**config.mk**
```make
export PLATFORM = sky130hd
export DESIGN_NAME = utx_top
export DESIGN_NICKNAME = d
export VERILOG_FILES = /design/src/include/utx_pkg.sv /design/src/utx_baud.sv /design/src/utx_queue.sv /design/src/utx_top.sv
export VERILOG_INCLUDE_DIRS = /design/src /design/src/include
export SDC_FILE = /design/constraint.sdc
export NUM_CORES = 1
export LEC_CHECK = 0
export BUFFER_PORTS_ARGS = -buffer_cell sky130_fd_sc_hd__buf_4
export CAP_MARGIN = 20
export CELL_PAD_IN_SITES_DETAIL_PLACEMENT = 1
export CELL_PAD_IN_SITES_GLOBAL_PLACEMENT = 1
export CORE_MARGIN = 2
export CORE_UTILIZATION = 54
export CTS_BUF_LIST = sky130_fd_sc_hd__clkbuf_16
export CTS_CLUSTER_DIAMETER = 40
export CTS_CLUSTER_SIZE = 16
export DETAILED_ROUTE_END_ITERATION = 6
export PLACE_DENSITY = 0.95
export REMOVE_ABC_BUFFERS = 1
export SKIP_CTS_REPAIR_TIMING = 1
export SLEW_MARGIN = 10
export SYNTH_ARGS = -nofsm -noshare
export SYNTH_HDL_FRONTEND = slang
export SYNTH_HIERARCHICAL = 1
export SYNTH_SLANG_ARGS = --single-unit
```
**constraint.sdc**
```tcl
create_clock -name clk -period 8.7 [get_ports clk]
set_clock_uncertainty 0.1 [all_clocks]
set_input_delay 1.305 -clock clk [delete_from_list [all_inputs] [get_ports clk]]
set_output_delay 1.305 -clock clk [all_outputs]
set_load 0.1 [all_outputs]
```
**src/include/utx_defs.svh**
```systemverilog
// utx_defs.svh: offsets, field positions, reset values and counts for the
// serial transmitter with line control and fractional baud divisor.
// assumes a 32-bit AXI4-Lite register port and a 100 MHz clk.
`ifndef UTX_DEFS_SVH
`define UTX_DEFS_SVH

`define UTX_ADDR_W 8
`define UTX_OFF_DATA 8'h00
`define UTX_OFF_STATUS 8'h18
`define UTX_OFF_DIV_INT 8'h24
`define UTX_OFF_DIV_FRAC 8'h28
`define UTX_OFF_LINE_CTL 8'h2C
`define UTX_OFF_CTRL 8'h30

`define UTX_LC_BREAK 0
`define UTX_LC_PAR_ON 1
`define UTX_LC_EVEN 2
`define UTX_LC_TWO_STOP 3
`define UTX_LC_QUEUE_ON 4
`define UTX_LC_WLEN_LO 5
`define UTX_LC_WLEN_HI 6
`define UTX_LC_FIXED_PAR 7
`define UTX_CTRL_EN 0
`define UTX_CTRL_OVS 3

`define UTX_STAT_BUSY 0
`define UTX_STAT_FULL 1
`define UTX_STAT_EMPTY 2
`define UTX_STAT_BREAK 3

`define UTX_RST_DIV_INT 16'h0000
`define UTX_RST_DIV_FRAC 6'h00
`define UTX_RST_LINE_CTL 8'h00
`define UTX_RST_CTRL 4'h0

`define UTX_TICKS_NORMAL 5'h10
`define UTX_TICKS_FAST 5'h08
`define UTX_QUEUE_DEPTH 16
`define UTX_QUEUE_AW 4

`define UTX_RESP_OKAY 2'h0
`define UTX_RESP_SLVERR 2'h2

`endif

```
**src/include/utx_pkg.sv**
```systemverilog
// utx_pkg: types shared by the serial transmitter files.
// assumes nothing beyond the defs header.
`default_nettype none
package utx_pkg;
  typedef enum logic [2:0] {
    tx_idle = 3'h0,
    tx_start = 3'h1,
    tx_data = 3'h2,
    tx_par = 3'h3,
    tx_stop = 3'h4,
    tx_break = 3'h5
  } utx_state_t;
endpackage : utx_pkg
`default_nettype wire

```
**src/utx_baud.sv**
```systemverilog
// utx_baud: fractional divider making the oversampling tick.
// assumes the divisor inputs stay still while run is high.
`timescale 1ns/10ps
`default_nettype none
module utx_baud (
  input wire logic clk,
  input wire logic nrst,
  input wire logic run,
  input wire logic [15:0] div_int,
  input wire logic [5:0] div_frac,
  output logic tick
);
  logic [16:0] cnt_q;
  logic [5:0] acc_q;
  logic [6:0] acc_sum;

  assign acc_sum = {1'b0, acc_q} + {1'b0, div_frac};

  // period is div_int cycles, stretched by one whenever the
  // sixty-fourths of the fraction overflow
  always_ff @(posedge clk or negedge nrst) begin
    if (!nrst) begin
      cnt_q <= 17'h0_0000;
      acc_q <= 6'h00;
      tick <= 1'b0;
    end else if (!run) begin
      cnt_q <= 17'h0_0000;
      acc_q <= 6'h00;
      tick <= 1'b0;
    end else if (cnt_q <= 17'h0_0001) begin
      tick <= 1'b1;
      acc_q <= acc_sum[5:0];
      cnt_q <= {1'b0, div_int} + {16'h0000, acc_sum[6]};
    end else begin
      tick <= 1'b0;
      cnt_q <= cnt_q - 17'h0_0001;
    end
  end
endmodule : utx_baud
`default_nettype wire

```
**src/utx_queue.sv**
```systemverilog
// utx_queue: transmit byte queue, or a one-byte holder in character mode.
// assumes push is never given while full nor pop while empty.
`timescale 1ns/10ps
`default_nettype none
`include "utx_defs.svh"
module utx_queue (
  input wire logic clk,
  input wire logic nrst,
  input wire logic one_deep,
  input wire logic push,
  input wire logic [7:0] wdata,
  input wire logic pop,
  output logic [7:0] rdata,
  output logic empty,
  output logic full
);
  logic [7:0] mem [`UTX_QUEUE_DEPTH];
  logic [`UTX_QUEUE_AW-1:0] wr_q;
  logic [`UTX_QUEUE_AW-1:0] rd_q;
  logic [`UTX_QUEUE_AW:0] cnt_q;

  assign rdata = mem[rd_q];
  assign empty = (cnt_q == '0);
  // one slot only in character mode
  assign full = one_deep ? !empty :
                (cnt_q == (`UTX_QUEUE_AW+1)'(`UTX_QUEUE_DEPTH));

  always_ff @(posedge clk) begin
    if (push) begin
      mem[wr_q] <= wdata;
    end
  end

  always_ff @(posedge clk or negedge nrst) begin
    if (!nrst) begin
      wr_q <= '0;
      rd_q <= '0;
      cnt_q <= '0;
    end else begin
      if (push) begin
        wr_q <= wr_q + 1'b1;
      end
      if (pop) begin
        rd_q <= rd_q + 1'b1;
      end
      if (push && !pop) begin
        cnt_q <= cnt_q + 1'b1;
      end else if (pop && !push) begin
        cnt_q <= cnt_q - 1'b1;
      end
    end
  end
endmodule : utx_queue
`default_nettype wire

```
**src/utx_top.sv**
```systemverilog
// utx_top: serial transmitter with line control, fractional baud
// divisor and an AXI4-Lite register slave.
// assumes one 100 MHz clock; txd goes straight to the pin.
//
// Local design decision: register access over AXI4-Lite.
`timescale 1ns/10ps
`default_nettype none
`include "utx_defs.svh"
module utx_top (
  input wire logic clk,
  input wire logic nrst,
  input wire logic [`UTX_ADDR_W-1:0] s_axi_awaddr,
  input wire logic s_axi_awvalid,
  output logic s_axi_awready,
  input wire logic [31:0] s_axi_wdata,
  input wire logic [3:0] s_axi_wstrb,
  input wire logic s_axi_wvalid,
  output logic s_axi_wready,
  output logic [1:0] s_axi_bresp,
  output logic s_axi_bvalid,
  input wire logic s_axi_bready,
  input wire logic [`UTX_ADDR_W-1:0] s_axi_araddr,
  input wire logic s_axi_arvalid,
  output logic s_axi_arready,
  output logic [31:0] s_axi_rdata,
  output logic [1:0] s_axi_rresp,
  output logic s_axi_rvalid,
  input wire logic s_axi_rready,
  output logic txd
);
  //////////////////////////////////////////////////////////////////////
  function automatic logic [7:0] lane_merge(input logic [7:0] old,
      input logic [7:0] nw, input logic en);
    lane_merge = en ? nw : old;
  endfunction : lane_merge

  // parity bit for a byte under a line-control setting
  function automatic logic par_bit(input logic [7:0] b,
      input logic [7:0] lc);
    logic [7:0] m;
    logic ones;
    m = 8'hFF >> (2'h3 - lc[`UTX_LC_WLEN_HI:`UTX_LC_WLEN_LO]);
    ones = ^(b & m);
    if (lc[`UTX_LC_FIXED_PAR]) begin
      par_bit = !lc[`UTX_LC_EVEN];
    end else begin
      par_bit = lc[`UTX_LC_EVEN] ? ones : !ones;
    end
  endfunction : par_bit

  //////////////////////////////////////////////////////////////////////
  utx_pkg::utx_state_t state_q;
  logic [15:0] div_int_q, act_int_q;
  logic [5:0] div_frac_q, act_frac_q;
  logic [7:0] lc_q, lc_act_q, byte_q;
  logic [3:0] ctrl_q;
  logic act_ovs_q, second_q;
  logic [2:0] idx_q;
  logic [3:0] sub_q;
  logic [`UTX_ADDR_W-1:0] aw_addr_q;
  logic [31:0] w_data_q;
  logic [3:0] w_strb_q;
  logic aw_held_q, w_held_q;
  logic aw_take, w_take, ar_take, do_wr, aw_h_d, w_h_d, bvalid_d, rvalid_d;
  logic push, pop, go, tick, bit_end, q_empty, q_full, busy;
  logic [7:0] q_rdata;
  logic [3:0] last_sub;
  logic [2:0] last_idx;
  logic [31:0] rd_mux;

  //////////////////////////////////////////////////////////////////////
  // write and read channel handshakes
  always_comb begin
    aw_take = s_axi_awvalid && s_axi_awready;
    w_take = s_axi_wvalid && s_axi_wready;
    ar_take = s_axi_arvalid && s_axi_arready;
    do_wr = aw_held_q && w_held_q && !s_axi_bvalid;
    aw_h_d = (aw_held_q && !do_wr) || aw_take;
    w_h_d = (w_held_q && !do_wr) || w_take;
    bvalid_d = (s_axi_bvalid && !s_axi_bready) || do_wr;
    rvalid_d = (s_axi_rvalid && !s_axi_rready) || ar_take;
  end

  always_ff @(posedge clk or negedge nrst) begin
    if (!nrst) begin
      aw_held_q <= 1'b0;
      w_held_q <= 1'b0;
      s_axi_awready <= 1'b0;
      s_axi_wready <= 1'b0;
      s_axi_bvalid <= 1'b0;
      s_axi_arready <= 1'b0;
      s_axi_rvalid <= 1'b0;
    end else begin
      aw_held_q <= aw_h_d;
      w_held_q <= w_h_d;
      s_axi_awready <= !aw_h_d && !bvalid_d;
      s_axi_wready <= !w_h_d && !bvalid_d;
      s_axi_bvalid <= bvalid_d;
      s_axi_arready <= !rvalid_d;
      s_axi_rvalid <= rvalid_d;
    end
  end

  always_ff @(posedge clk or negedge nrst) begin
    if (!nrst) begin
      aw_addr_q <= '0;
      w_data_q <= 32'h0000_0000;
      w_strb_q <= 4'h0;
    end else begin
      if (aw_take) begin
        aw_addr_q <= s_axi_awaddr;
      end
      if (w_take) begin
        w_data_q <= s_axi_wdata;
        w_strb_q <= s_axi_wstrb;
      end
    end
  end

  //////////////////////////////////////////////////////////////////////
  // register writes; a byte to a full queue is refused with slverr
  assign push = do_wr && (aw_addr_q == `UTX_OFF_DATA) && w_strb_q[0]
                && !q_full;

  always_ff @(posedge clk or negedge nrst) begin
    if (!nrst) begin
      div_int_q <= `UTX_RST_DIV_INT;
      div_frac_q <= `UTX_RST_DIV_FRAC;
      lc_q <= `UTX_RST_LINE_CTL;
      ctrl_q <= `UTX_RST_CTRL;
      s_axi_bresp <= `UTX_RESP_OKAY;
    end else if (do_wr) begin
      s_axi_bresp <= `UTX_RESP_OKAY;
      case (aw_addr_q)
        `UTX_OFF_DATA: begin
          if (q_full) begin
            s_axi_bresp <= `UTX_RESP_SLVERR;
          end
        end
        `UTX_OFF_STATUS: begin
        end
        `UTX_OFF_DIV_INT: begin
          div_int_q <= {lane_merge(div_int_q[15:8], w_data_q[15:8],
                        w_strb_q[1]), lane_merge(div_int_q[7:0],
                        w_data_q[7:0], w_strb_q[0])};
        end
        `UTX_OFF_DIV_FRAC: begin
          div_frac_q <= w_strb_q[0] ? w_data_q[5:0] : div_frac_q;
        end
        `UTX_OFF_LINE_CTL: begin
          lc_q <= lane_merge(lc_q, w_data_q[7:0], w_strb_q[0]);
        end
        `UTX_OFF_CTRL: begin
          ctrl_q <= w_strb_q[0] ? w_data_q[3:0] : ctrl_q;
        end
        default: begin
          s_axi_bresp <= `UTX_RESP_SLVERR;
        end
      endcase
    end
  end

  //////////////////////////////////////////////////////////////////////
  // register reads; reserved bits read zero
  assign busy = (state_q != utx_pkg::tx_idle);

  always_comb begin
    rd_mux = 32'h0000_0000;
    case (s_axi_araddr)
      `UTX_OFF_DATA: rd_mux = 32'h0000_0000;
      `UTX_OFF_STATUS: begin
        rd_mux[`UTX_STAT_BUSY] = busy;
        rd_mux[`UTX_STAT_FULL] = q_full;
        rd_mux[`UTX_STAT_EMPTY] = q_empty;
        rd_mux[`UTX_STAT_BREAK] = (state_q == utx_pkg::tx_break);
      end
      `UTX_OFF_DIV_INT: rd_mux[15:0] = div_int_q;
      `UTX_OFF_DIV_FRAC: rd_mux[5:0] = div_frac_q;
      `UTX_OFF_LINE_CTL: rd_mux[7:0] = lc_q;
      `UTX_OFF_CTRL: rd_mux[3:0] = ctrl_q;
      default: rd_mux = 32'h0000_0000;
    endcase
  end

  always_ff @(posedge clk or negedge nrst) begin
    if (!nrst) begin
      s_axi_rdata <= 32'h0000_0000;
      s_axi_rresp <= `UTX_RESP_OKAY;
    end else if (ar_take) begin
      s_axi_rdata <= rd_mux;
      s_axi_rresp <= (s_axi_araddr == `UTX_OFF_DATA ||
                      s_axi_araddr == `UTX_OFF_STATUS ||
                      s_axi_araddr == `UTX_OFF_DIV_INT ||
                      s_axi_araddr == `UTX_OFF_DIV_FRAC ||
                      s_axi_araddr == `UTX_OFF_LINE_CTL ||
                      s_axi_araddr == `UTX_OFF_CTRL) ?
                     `UTX_RESP_OKAY : `UTX_RESP_SLVERR;
    end
  end

  //////////////////////////////////////////////////////////////////////
  utx_queue u_queue (
    .clk(clk),
    .nrst(nrst),
    .one_deep(!lc_q[`UTX_LC_QUEUE_ON]),
    .push(push),
    .wdata(w_data_q[7:0]),
    .pop(pop),
    .rdata(q_rdata),
    .empty(q_empty),
    .full(q_full)
  );

  // divisor and oversampling only follow software while idle
  always_ff @(posedge clk or negedge nrst) begin
    if (!nrst) begin
      act_int_q <= `UTX_RST_DIV_INT;
      act_frac_q <= `UTX_RST_DIV_FRAC;
      act_ovs_q <= 1'b0;
    end else if (state_q == utx_pkg::tx_idle) begin
      act_int_q <= div_int_q;
      act_frac_q <= div_frac_q;
      act_ovs_q <= ctrl_q[`UTX_CTRL_OVS];
    end
  end

  utx_baud u_baud (
    .clk(clk),
    .nrst(nrst),
    .run(busy && state_q != utx_pkg::tx_break),
    .div_int(act_int_q),
    .div_frac(act_frac_q),
    .tick(tick)
  );

  //////////////////////////////////////////////////////////////////////
  assign last_sub = act_ovs_q ? 4'(`UTX_TICKS_FAST - 5'h01) :
                    4'(`UTX_TICKS_NORMAL - 5'h01);
  assign bit_end = tick && (sub_q == last_sub);
  assign last_idx = {1'b0, lc_act_q[`UTX_LC_WLEN_HI:`UTX_LC_WLEN_LO]}
                    + 3'h4;
  // enable gates only the start of a frame, so a frame always completes
  assign go = ctrl_q[`UTX_CTRL_EN] && !q_empty && !lc_q[`UTX_LC_BREAK];
  assign pop = (state_q == utx_pkg::tx_idle) && go;

  always_ff @(posedge clk or negedge nrst) begin
    if (!nrst) begin
      sub_q <= 4'h0;
    end else if (!busy || state_q == utx_pkg::tx_break) begin
      sub_q <= 4'h0;
    end else if (tick) begin
      sub_q <= bit_end ? 4'h0 : sub_q + 4'h1;
    end
  end

  always_ff @(posedge clk or negedge nrst) begin
    if (!nrst) begin
      state_q <= utx_pkg::tx_idle;
      txd <= 1'b1;
      byte_q <= 8'h00;
      lc_act_q <= `UTX_RST_LINE_CTL;
      idx_q <= 3'h0;
      second_q <= 1'b0;
    end else begin
      unique case (state_q)
        utx_pkg::tx_idle: begin
          txd <= 1'b1;
          if (lc_q[`UTX_LC_BREAK]) begin
            state_q <= utx_pkg::tx_break;
            txd <= 1'b0;
          end else if (go) begin
            state_q <= utx_pkg::tx_start;
            txd <= 1'b0;
            byte_q <= q_rdata;
            lc_act_q <= lc_q;
          end
        end
        utx_pkg::tx_break: begin
          if (!lc_q[`UTX_LC_BREAK]) begin
            state_q <= utx_pkg::tx_idle;
            txd <= 1'b1;
          end
        end
        utx_pkg::tx_start: begin
          if (bit_end) begin
            state_q <= utx_pkg::tx_data;
            txd <= byte_q[0];
            idx_q <= 3'h0;
          end
        end
        utx_pkg::tx_data: begin
          if (bit_end) begin
            if (idx_q == last_idx) begin
              second_q <= 1'b0;
              if (lc_act_q[`UTX_LC_PAR_ON]) begin
                state_q <= utx_pkg::tx_par;
                txd <= par_bit(byte_q, lc_act_q);
              end else begin
                state_q <= utx_pkg::tx_stop;
                txd <= 1'b1;
              end
            end else begin
              idx_q <= idx_q + 3'h1;
              txd <= byte_q[idx_q + 3'h1];
            end
          end
        end
        utx_pkg::tx_par: begin
          if (bit_end) begin
            state_q <= utx_pkg::tx_stop;
            txd <= 1'b1;
          end
        end
        utx_pkg::tx_stop: begin
          if (bit_end) begin
            if (lc_act_q[`UTX_LC_TWO_STOP] && !second_q) begin
              second_q <= 1'b1;
            end else begin
              state_q <= utx_pkg::tx_idle;
            end
          end
        end
        default: begin
          state_q <= utx_pkg::tx_idle;
          txd <= 1'b1;
        end
      endcase
    end
  end
endmodule : utx_top
`default_nettype wire

```
Word level (Yosys, flattened, before mapping). Memories as Yosys holds them, arrays and structs flattened. A register that Yosys moved wholly into a read port is not among the register bits. Index checks and enable logic that the tools add are counted.

Memories: 1. Output and inout port bits: 42. Register bits after elaboration: 166. Bits of input ports: 59. Logic and storage cells: 207. Bits in writable memories: 128.

Memory list: u_queue.mem (depth 16, width 8, rd ports 1, clocked after memory_dff 1, write ports 1, line utx_queue.sv:17) `` logic [7:0] mem [`UTX_QUEUE_DEPTH]; ``.

Bitwise logic cells: 3. $lt $le $gt $ge: 2. Reduce and logical (&&, ||, !) cells: 71. Shift operators: 1. $add $sub $neg: 11. Multiplexer cells: 55. Equality and inequality tests: 30.

Operators by type and width (number): == test 8 x 6 -> 1 bit, second input constant (8); 2-to-1 mux 3 bit (13); 2-to-1 mux 17 bit (2); logical AND 1 bit (22); 2-to-1 mux 1 bit (20); != test 2 bit, second input constant (10); one-hot mux 4 bit (5 select lines) (1); logical NOT 1 bit (18); one-hot mux 3 bit (6 select lines) (1); AND reduction 3 bit (6); adder 16 x 1 -> 17 bit (1); less-or-equal comparator 17 x 1 -> 1 bit, second input constant (1); subtractor 17 x 1 -> 17 bit, second input constant (1); == test 8 x 5 -> 1 bit, second input constant (2); logical NOT 8 bit (2); 2-to-1 mux 4 bit (4); adder 4 x 1 -> 4 bit, second input constant (3); 2-to-1 mux 6 bit (2); logical OR 1 bit (10); 2-to-1 mux 5 bit (2); AND reduction 5 bit (2); AND 8 bit (1); 2-to-1 mux 8 bit (1); one-hot mux 2 bit (2 select lines) (2); 30 further kinds (38).

Logic depth before layout (Yosys ltp). Gate-level depths: netlist of run 1.

Depth after elaboration: 11. Depth in mapped cells: 15. Mapped depth without buffers: 13.

Modules after synthesis. The synthesis of run 1 kept the hierarchy.

By module, submodules not included: utx_top (area an instance 5997.0 um^2, cells each 467, times used 1, seq. area each 3354.5 um^2); utx_queue (area an instance 5739.3 um^2, cells each 294, times used 1, seq. area each 4169.0 um^2); utx_baud (area an instance 1830.5 um^2, cells each 199, times used 1, seq. area each 600.6 um^2).

Worst setup path before layout of run 1. No wires, ideal clock.

Path kind: reg2reg. Start point: reg u_queue.cnt_q[1]. End point: reg u_queue.cnt_q[4]. Slack: 5318 ps. Period minus slack after synthesis: 3382 ps. Arrival time: 3135 ps. Data required time: 8453 ps. Buffers on the path: 2. Setup time: 147 ps. Stages on the path, launching flop included: 16. Cell sequence: dfrtp_1 > nor4_1 > nor2b_1 > nand2b_1 > or3_1 > clkbuf_1 > clkbuf_1 > inv_1 > inv_1 > ha_1 > inv_1 > ha_1 > nor2b_1 > o21a_1 > o2111ai_1 > o311ai_0.

Cells in the longest elaborated chain, start to end: 8. Elaborated cells between the ends (all ways): 18. Those cells by class: 2 x add/sub; 1 x eq/ne; 3 x mux; 12 x reduce/logical.

RTL lines: start, declared (line utx_queue.sv:20) `` logic [`UTX_QUEUE_AW:0] cnt_q; ``; start signal, assigned (line utx_queue.sv:47) `cnt_q <= cnt_q + 1'b1;`; start signal, assigned (line utx_queue.sv:49) `cnt_q <= cnt_q - 1'b1;`; logical NOT 5 bit (*) (line utx_queue.sv:23) `assign empty = (cnt_q == '0);`; net q_empty (line utx_top.sv:65) `logic push, pop, go, tick, bit_end, q_empty, q_full, busy;`; logical NOT 1 bit (*) (line utx_top.sv:243) `` assign go = ctrl_q[`UTX_CTRL_EN] && !q_empty && !lc_q[`UTX_LC_BREAK]; ``; logical AND 1 bit (*) (2 in series) (line utx_top.sv:243); logical AND 1 bit (*) (line utx_top.sv:244) `assign pop = (state_q == utx_pkg::tx_idle) && go;`; net pop (line utx_top.sv:65); logical NOT 1 bit (line utx_queue.sv:46) `if (push && !pop) begin`; logical AND 1 bit (line utx_queue.sv:46); 2-to-1 mux 5 bit / nonzero test 2 bit (equally long branches).

The timed path passes the listed nets; every way through them passes the cells marked *. The select of a mux whose other input is x is not followed. A chain may end at the register's enable or synchronous reset.

Worst setup path after layout of run 1.
Start point: reg u_queue.cnt_q[0]. End point: reg u_queue.cnt_q[4].

The elaborated chain is that of the path after synthesis.

==> impl_summary.log, run 1 <==
INFO  metric run_status = finished, final reports clean
INFO  metric tritoncts = done
INFO  metric area_growth_syn_to_layout = 15.0%
INFO  metric via_count_of_the_first_global_routing_pass = 10200
INFO  metric ys_dominant_reg_cell = sky130_fd_sc_hd__dfrtp_1
INFO  metric slew_violations = 0
INFO  metric achievable-frequency = 0.213 GHz
INFO  metric detailedPlace.worstSlack = 4.17 ns
INFO  metric avgRoutedWirePerCell = 32.0 um
INFO  metric synth_top_family_by_area = multiplexers
INFO  metric synth_warnings = 6
INFO  metric worstSetupPathType = reg2reg
INFO  metric worst_hold_slack = 0.411 ns
INFO  metric synth_enable_flop_cells = 128
INFO  metric grt_pass1_wl = 67.2 mm
INFO  metric worst_hold_path_type = reg2reg
INFO  metric synth.yosys.seq_area_share = 59.9%
INFO  metric cts-root-to-sink-buffers = 3
INFO  metric post_synth_mux_area_share = 15.2%
INFO  metric max_rail_drop_vdd = 0.384 mV
INFO  metric final_hold_violating_endpoints = 0
INFO  metric start_kind = flop
INFO  metric drt-total-wl = 44.4 mm
INFO  metric port_buffers = 64
INFO  metric routabilityCongestion = 0.850
INFO  metric num_vias = 9451
INFO  metric critical_path_peak_fanout = 15
INFO  metric grt_use_total = 34.8%
INFO  metric numCtsBuffers = 36
INFO  metric grt_max_degree = 60
INFO  metric grt_setup_unrepaired = no
INFO  metric power_leakage = 6.33 nW
INFO  metric die_height = 163 um
INFO  metric antenna_found_initial = 0
INFO  metric setup_total_negative_slack = 0 ns
INFO  metric dp_hpwl = 25.0 mm
INFO  metric clk-insertion-delay-late = 0.58 ns
INFO  metric synth.cell_area = 13600 sq um
INFO  metric worstHoldPathCells = 1
INFO  metric clock_tree.htree_level_count = 2
INFO  metric coreArea = 24900 sq um
INFO  metric floorplan.die_area = 26400 sq um
INFO  metric global_route.overflow_total = 0
INFO  metric clock_root_buffer = sky130_fd_sc_hd__clkbuf_16
INFO  metric initial_utilization = 54.5%
INFO  metric design_area = 15600 sq um
INFO  metric final_antenna_net_count = 0
INFO  metric synth.ff_latch_count = 299
INFO  metric place.detailed.instances = 1321
INFO  metric synth-xor-area-share = 2.88%
INFO  metric placement_rows = 58
INFO  metric post_dp_cell_area = 14200 sq um
INFO  metric drc_viols = 0
INFO  metric drt_first_pass_iters = 5
INFO  metric yosysUniqueCellTypes = 73
INFO  metric fin_crit_sh = 53.9%
INFO  metric boundaryPins = 101
INFO  metric worst_setup_path_end_kind = flop
INFO  metric worstMarginPinSlew = 1.09 ns
INFO  metric netlist_instances = 960
INFO  metric post_synth_fa_ha_maj_area_fraction = 2.32%
INFO  metric avgViaCountPerCell = 6.81
INFO  metric finalNonFillerCells = 1388
INFO  metric final_layout_size_suffix_gt1_share = 26.0%
INFO  metric finalWorstPathRequiredPeriod = 4.69 ns
INFO  metric ff2ff_path_depth = 12
INFO  metric ant_diodes = 0
INFO  metric power.density_cell_area = 323 nW/um^2
INFO  metric final_core_utilization = 62.7%
INFO  metric floorplan.die.width = 163 um
INFO  metric total_power_of_the_final_layout = 5.03 mW
INFO  metric max_cap_viol_count = 0
INFO  metric crit_arrival = 5.00 ns
INFO  metric setup_viol = 0
INFO  metric clock_sink_count = 299
INFO  metric async_reset_ff_share = 57.2%
INFO  metric worst_slew_margin_rel = 27.2%
INFO  metric timing.critical_path.required = 9.01 ns
INFO  metric yosys.area_share.simple = 8.29%
INFO  metric layout_setup_ws = 4.01 ns
INFO  metric synth_compound_area_share = 8.05%
INFO  metric final_nets = 1113
INFO  metric syn_avg_cell_area = 14.1 sq um
INFO  metric clkSlewWorstSetupHoldPaths = 0.07 ns
INFO  metric drt_iter0_markers = 1010
final timing paths:
path | from | end | slack [ns]
setup / recovery | u_queue/cnt_q[0]$_DFFE_PN0P_ | u_queue/cnt_q[4]$_DFFE_PN0P_ | 4.01
hold / removal | s_axi_rdata[13]$_DFFE_PN0P_ | s_axi_rdata[13]$_DFFE_PN0P_ | 0.41
setup reg to reg | u_queue/cnt_q[0]$_DFFE_PN0P_ | u_queue/cnt_q[4]$_DFFE_PN0P_ | 4.01
hold reg to reg | s_axi_rdata[13]$_DFFE_PN0P_ | s_axi_rdata[13]$_DFFE_PN0P_ | 0.41
max in group asynchronous | nrst | w_data_q[1]$_DFFE_PN0P_ | 5.92
min in group asynchronous | nrst | u_baud/cnt_q[5]$_DFF_PN0_ | 0.61
critical path, stage by stage (launching register included):
cell	delay, ns
sky130_fd_sc_hd__dfrtp_1	0.45
sky130_fd_sc_hd__nor4_1	0.58
sky130_fd_sc_hd__nor2b_1	0.31
sky130_fd_sc_hd__nand2b_1	0.21
sky130_fd_sc_hd__or3_1	0.57
sky130_fd_sc_hd__inv_1	0.29
sky130_fd_sc_hd__inv_1	0.15
sky130_fd_sc_hd__ha_1	0.37
sky130_fd_sc_hd__inv_1	0.23
sky130_fd_sc_hd__ha_1	0.37
sky130_fd_sc_hd__nor2b_1	0.20
sky130_fd_sc_hd__o21a_1	0.23
sky130_fd_sc_hd__o311ai_0	0.47
power by group:
group / switching [mW] / internal [mW]
registers: 0.362 / 1.73
logic: 0.794 / 0.450
clock network: 0.700 / 0.994
cell type report:
cell class / instances / area [sq um]
clock buffer: 36 / 901
clock inverter: 30 / 435
fill: 2243 / 9300
inverter: 27 / 101
multi-input combinational: 593 / 5050
sequential: 299 / 8130
tap: 330 / 413
timing repair buffer: 73 / 569
layout by cell type (no fill, tap or decap), types with 13 or more instances in the layout:
master                      count
sky130_fd_sc_hd__a21oi_1       16
sky130_fd_sc_hd__a22oi_1       24
sky130_fd_sc_hd__buf_4         70
sky130_fd_sc_hd__clkbuf_16     36
sky130_fd_sc_hd__conb_1        18
sky130_fd_sc_hd__dfrtp_1      169
sky130_fd_sc_hd__edfxtp_1     128
sky130_fd_sc_hd__ha_1          22
sky130_fd_sc_hd__inv_1         29
sky130_fd_sc_hd__mux2_2       106
sky130_fd_sc_hd__mux4_2        23
sky130_fd_sc_hd__nand2_1       51
sky130_fd_sc_hd__nand3_1       20
sky130_fd_sc_hd__nand4_1       14
sky130_fd_sc_hd__nor2_1        37
sky130_fd_sc_hd__nor3_1        15
sky130_fd_sc_hd__nor4_1        13
sky130_fd_sc_hd__o21ai_0       35
sky130_fd_sc_hd__xnor2_1       28
sky130_fd_sc_hd__xor2_1        14
state kept, by name, summed over array words and instances, names as in the netlist, 16 cells and up:
signal	cells
div_int_q	16
u_queue/mem	128
s_axi_rdata	16
w_data_q	16
act_int_q	16
u_baud/cnt_q	17
cell usage after synthesis (8+ instances only):
library cell,instances,area (sq um)
sky130_fd_sc_hd__clkbuf_1,26,97.6
sky130_fd_sc_hd__a211oi_1,11,82.6
sky130_fd_sc_hd__mux4_1,11,289
sky130_fd_sc_hd__nor2_1,37,139
sky130_fd_sc_hd__a21oi_1,16,80.1
sky130_fd_sc_hd__mux2_2,106,1190
sky130_fd_sc_hd__nand2_1,51,191
sky130_fd_sc_hd__nand3_1,20,100
sky130_fd_sc_hd__a22o_1,9,78.8
sky130_fd_sc_hd__mux4_2,23,518
sky130_fd_sc_hd__buf_4,19,143
sky130_fd_sc_hd__xor2_1,14,123
sky130_fd_sc_hd__o21ai_0,35,175
sky130_fd_sc_hd__nor2b_1,10,62.6
sky130_fd_sc_hd__nand4_1,14,87.6
sky130_fd_sc_hd__nor3_1,15,75.1
sky130_fd_sc_hd__dfrtp_1,170,4250
sky130_fd_sc_hd__nor4_1,13,81.3
sky130_fd_sc_hd__a21o_1,9,67.6
sky130_fd_sc_hd__xnor2_1,28,245
sky130_fd_sc_hd__inv_1,27,101
sky130_fd_sc_hd__edfxtp_1,128,3840
sky130_fd_sc_hd__a22oi_1,24,180
sky130_fd_sc_hd__o22ai_1,8,50.1
sky130_fd_sc_hd__ha_1,22,275
layer usage:
metal | routed length [um] | global-route usage [%] | vias to the layer above | share of wire [%]
met5 | 0 | 0 | - | 0
met2 | 22400 | 59.1 | 657 | 50
met1 | 16100 | 43.8 | 4881 | 36
met4 | 2140 | 16.0 | 0 | 4.8
li1 | - | - | 3767 | -
met3 | 3720 | 6.19 | 146 | 8.4
cells by family (layout without fill, tap and decap cells):
family                     count (synthesis)  in the layout
adders and majority gates                 24             24
muxes                                    146            146
DFF                                      299            299
and+or+nand+nor                          206            206
xor gates and xnor gates                  43             43
AOI/OAI and AO/OA                        156            156
buffers and inverters                     85            166
other                                      1             18
No activity file was read; power rests on OpenSTA's default activity.
==> run 2, diff against run 1 <==
--- a/config.mk
+++ b/config.mk
@@ -6,17 +6,18 @@
 export SDC_FILE = /design/constraint.sdc
 export NUM_CORES = 1
 export LEC_CHECK = 0
+export ABC_AREA = 1
 export BUFFER_PORTS_ARGS = -buffer_cell sky130_fd_sc_hd__buf_4
 export CAP_MARGIN = 20
 export CELL_PAD_IN_SITES_DETAIL_PLACEMENT = 1
 export CELL_PAD_IN_SITES_GLOBAL_PLACEMENT = 1
 export CORE_MARGIN = 2
-export CORE_UTILIZATION = 54
+export CORE_UTILIZATION = 47
 export CTS_BUF_LIST = sky130_fd_sc_hd__clkbuf_16
 export CTS_CLUSTER_DIAMETER = 40
 export CTS_CLUSTER_SIZE = 16
 export DETAILED_ROUTE_END_ITERATION = 6
-export PLACE_DENSITY = 0.95
+export PLACE_DENSITY = 0.9
 export REMOVE_ABC_BUFFERS = 1
 export SKIP_CTS_REPAIR_TIMING = 1
 export SLEW_MARGIN = 10
==> constraint.sdc (replaced) <==
create_clock -name clk -period 4.43 [get_ports clk]
set_clock_uncertainty 0.1 [all_clocks]
set_input_delay 0.6645 -clock clk [delete_from_list [all_inputs] [get_ports clk]]
set_output_delay 0.6645 -clock clk [all_outputs]
set_load 0.1 [all_outputs]
==> run 2 against run 1 <==
- combinational power up 72%
- total power up 80%
- core utilization fell by 8.5 points
- register-to-register slack got worse by 3.0 ns
- count of clock-buffer cells in the layout grew 6
- die area increased by 22%
- sequential power rose by 81%
- largest cell class unchanged
- non-clock buffer count rose by 2
- wire length grew 1.3%
- clock power up 87%
- largest power group unchanged
- worst hold slack got worse by 0.35 ns
==> impl_summary.log, run 2 <==
INFO  metric worstPathCellList = inv_1, nand3_1, nor2_1, a21oi_1, inv_1, nand2_1, nor2_1, ha_1, inv_1, ha_1, nand2_1, or2_2, nand2_1, nand2_1, nand2_1, nand2_1, nand2_1
INFO  metric worstSetupStartpoint = u_queue/cnt_q[0]$_DFFE_PN0P_
INFO  metric slew_violations = 0 (unchanged)
INFO  metric final_antenna_net_count = 0 (unchanged)
INFO  metric synth.largest_area_cell = sky130_fd_sc_hd__dfrtp_1
INFO  metric die_height = 180 um (+11%)
INFO  metric grt_setup_unrepaired = no
INFO  metric achievable-frequency = 0.292 GHz (+37%)
INFO  metric synthTopCellsByArea = sky130_fd_sc_hd__dfrtp_1, sky130_fd_sc_hd__edfxtp_1, sky130_fd_sc_hd__nand2_1
INFO  metric run_status = finished, final reports clean
INFO  metric ys_dominant_reg_cell = sky130_fd_sc_hd__dfrtp_1
INFO  metric num_vias = 11900 (+26%)
INFO  metric syn_avg_cell_area = 8.91 sq um (-37%)
INFO  metric grt_use_total = 27.7% (-7.1 points)
INFO  metric largest_register = u_queue/mem
INFO  metric yosysUniqueCellTypes = 51 (-30%)
INFO  metric design_area = 16500 sq um (+6.0%)
INFO  metric numCtsBuffers = 39 (+8.3%)
INFO  metric synth_largest_type_area_fraction = 29.3% (-2.0 points)
INFO  metric crit_arrival = 3.79 ns (-1.21 ns)
INFO  metric worst_setup_path_end_kind = flop
INFO  metric worstSetupPathType = reg2reg
INFO  metric area_growth_syn_to_layout = 14.0%
INFO  metric grt_pass1_wl = 71.2 mm (+5.9%)
INFO  metric clock_sink_count = 299 (unchanged)
INFO  metric setup_viol = 0 (unchanged)
INFO  metric async_reset_ff_share = 57.2% (unchanged)
INFO  metric clk-insertion-delay-late = 0.55 ns (-0.03 ns)
INFO  metric timing.rr.start = u_queue/cnt_q[0]$_DFFE_PN0P_
INFO  metric setup_total_negative_slack = 0 ns (unchanged)
INFO  metric largest_register_ff_count = 128 (unchanged)
INFO  metric drc_viols = 0 (unchanged)
INFO  metric synth.yosys.seq_area_share = 56.0% (-3.9 points)
INFO  metric final_hold_violating_endpoints = 0 (unchanged)
INFO  metric avgRoutedWirePerCell = 21.2 um (-34%)
INFO  metric tritoncts = done
INFO  metric final_cell_mix = sky130_fd_sc_hd__nand2_1, sky130_fd_sc_hd__inv_1, sky130_fd_sc_hd__dfrtp_1, sky130_fd_sc_hd__nand3_1, sky130_fd_sc_hd__edfxtp_1
INFO  metric largestRegisters = u_queue/mem x128, u_baud/cnt_q x17
INFO  metric final_layout_size_suffix_gt1_share = 11.3% (-15 points)
INFO  metric worst_path_dominant_cell_family = simple AND/OR/NAND/NOR gates
INFO  metric post_dp_cell_area = 15200 sq um (+7.0%)
INFO  metric critical_path_peak_fanout = 9 (-6)
INFO  metric worst_hold_path_type = in2async
INFO  metric synth_warnings = 6 (unchanged)
INFO  metric drt-total-wl = 44.9 mm (+1.3%)
INFO  metric floorplan.die.width = 180 um (+11%)
INFO  metric boundaryPins = 101 (unchanged)
INFO  metric clock_root_buffer = sky130_fd_sc_hd__clkbuf_16
INFO  metric synth_common_cells = sky130_fd_sc_hd__nand2_1, sky130_fd_sc_hd__inv_1, sky130_fd_sc_hd__dfrtp_1, sky130_fd_sc_hd__nand3_1, sky130_fd_sc_hd__edfxtp_1
INFO  metric cts-root-to-sink-buffers = 3 (unchanged)
INFO  metric synth.cell_area = 14500 sq um (+6.9%)
INFO  metric clkSlewWorstSetupHoldPaths = 0.06 ns (about the same)
INFO  metric port_buffers = 64 (unchanged)
INFO  metric timing.critical_path.required = 4.80 ns (-4.21 ns)
INFO  metric cp_slowest_cell = sky130_fd_sc_hd__nor2_1
INFO  metric synth_enable_flop_cells = 128 (unchanged)
INFO  metric layout.cells.most_common = sky130_fd_sc_hd__nand2_1
INFO  metric placement_rows = 64 (+10%)
INFO  metric floorplan.die_area = 32300 sq um (+22%)
INFO  metric clock_tree.htree_level_count = 2 (unchanged)
INFO  metric initial_utilization = 47.6% (-6.9 points)
INFO  metric layout.filler_cells = 3497 (+56%)
INFO  metric routabilityCongestion = 0.842 (-0.96%)
INFO  metric netlist_instances = 1628 (+70%)
INFO  metric worst_path_bufs_invs = 3 (unchanged)
INFO  metric synth.ff_latch_count = 299 (unchanged)
INFO  metric grt_max_degree = 79 (+32%)
INFO  metric worstMarginPinSlew = 0.944 ns (-0.144 ns)
INFO  metric yosysMostFrequentCell = sky130_fd_sc_hd__nand2_1
INFO  metric drt_iter0_markers = 857 (-15%)
INFO  metric drt_first_pass_iters = 5 (unchanged)
INFO  metric global_route.overflow_total = 0 (unchanged)
INFO  metric coreArea = 30500 sq um (+23%)
INFO  metric power.density_cell_area = 549 nW/um^2 (+70%)
INFO  metric via_count_of_the_first_global_routing_pass = 13100 (+29%)
INFO  metric max_rail_drop_vdd = 0.452 mV (+18%)
INFO  metric final_nets = 1779 (+60%)
INFO  metric dp_hpwl = 28.0 mm (+12%)
INFO  metric fin_crit_sh = 77.3% (+23 points)
INFO  metric total_power_of_the_final_layout = 9.07 mW (+80%)
INFO  metric antenna_found_initial = 0 (unchanged)
INFO  metric power_leakage = 7.73 nW (+22%)
INFO  metric worst_slew_margin_rel = 36.8% (+9.6 points)
INFO  metric avgViaCountPerCell = 5.60 (-18%)
INFO  metric max_cap_viol_count = 0 (unchanged)
INFO  metric start_kind = flop
INFO  metric ant_diodes = 0 (unchanged)
INFO  metric critPathMaxStageDelay = 0.55 ns (-0.03 ns)
INFO  metric finalWorstPathRequiredPeriod = 3.42 ns (-1.26 ns)
INFO  metric cp_common_cell = sky130_fd_sc_hd__nand2_1
-- run 2: changes by cell type in the layout (fill, tap and decap cells not counted), sizes merged, moves of 23 or more --
cell / change
a21oi: +28
a22oi: -23
inv: +205
mux2: -102
mux4: -34
nand2: +432
nand3: +141
nor2: +95
o21ai: +60
-- run 2: where the power goes --
part	internal (mW)	total (mW)	switching, mW	leakage (nW)
Clock	1.79	3.16	1.37	0.650
Combinational	0.557	2.13	1.57	3.69
Sequential	3.34	3.78	0.444	3.39
-- run 2: cell type report --
type,count,area (sq um),area share (%)
Inverter,227,852,5.15
Clock buffer,42,1050,6.36
Clock inverter,30,254,1.54
Tap cell,396,495,3.00
Timing Repair Buffer,75,567,3.43
Sequential cell,299,8130,49.1
Multi-Input combinational cell,1054,5190,31.4
-- run 2: path summary, 6_finish.rpt --
check,to,slack [ns],depth (start not counted)
max in group asynchronous,w_data_q[7]$_DFFE_PN0P_,3.13,2
min in group clk,w_data_q[6]$_DFFE_PN0P_,0.27,3
setup / recovery,u_queue/cnt_q[4]$_DFFE_PN0P_,1.01,17
setup reg to reg,u_queue/cnt_q[4]$_DFFE_PN0P_,1.01,17
hold / removal,u_baud/cnt_q[12]$_DFF_PN0_,0.06,1
hold reg to reg,u_baud/acc_q[2]$_DFFE_PN0P_,0.40,2
-- run 2: routing by layer --
metal,share of wire (%),track usage [%],up-vias,routed length [um]
met3,5.3,4.09,156,2390
met5,0,0,-,0
met1,38,32.9,5959,17100
met2,53,49.9,450,23600
met4,4.0,12.0,0,1810
li1,-,-,5333,-
-- run 2: cells by family after synthesis --
group / Yosys count / synth area share (%)
multiplexers: 4 / 0.310
flip-flops: 299 / 56.0
buffers and inverters: 292 / 8.68
AND/OR/NAND/NOR: 807 / 24.5
adder cells (fa/ha/maj): 24 / 2.17
XOR/XNOR: 35 / 2.11
AO/OA/AOI/OAI: 166 / 6.17
other: 1 / 0.0258
-- run 2: worst reg2reg max path, delay by kind of cell (launching register included) --
family | cells | cell delay (ns)
simple gates | 11 | 1.64
fa+ha+maj | 2 | 0.75
flops | 1 | 0.42
buf+inv | 3 | 0.41
compound gates | 1 | 0.06
-- run 2: per-stage QoR --
stage / std cells / hold WS (ns) / utilization, % / worst slack (ns)
after floorplan: 1580 / 0.269 / - / 1.10
after global placement: 2051 / 0.351 / 49.9 / 1.33
after detailed placement: 2051 / 0.370 / 49.9 / 1.13
after CTS: 2123 / 0.0902 / 54.2 / 1.04
after global routing: 2123 / 0.107 / 54.2 / 0.749
final: 2123 / 0.0643 / 54.2 / 1.01
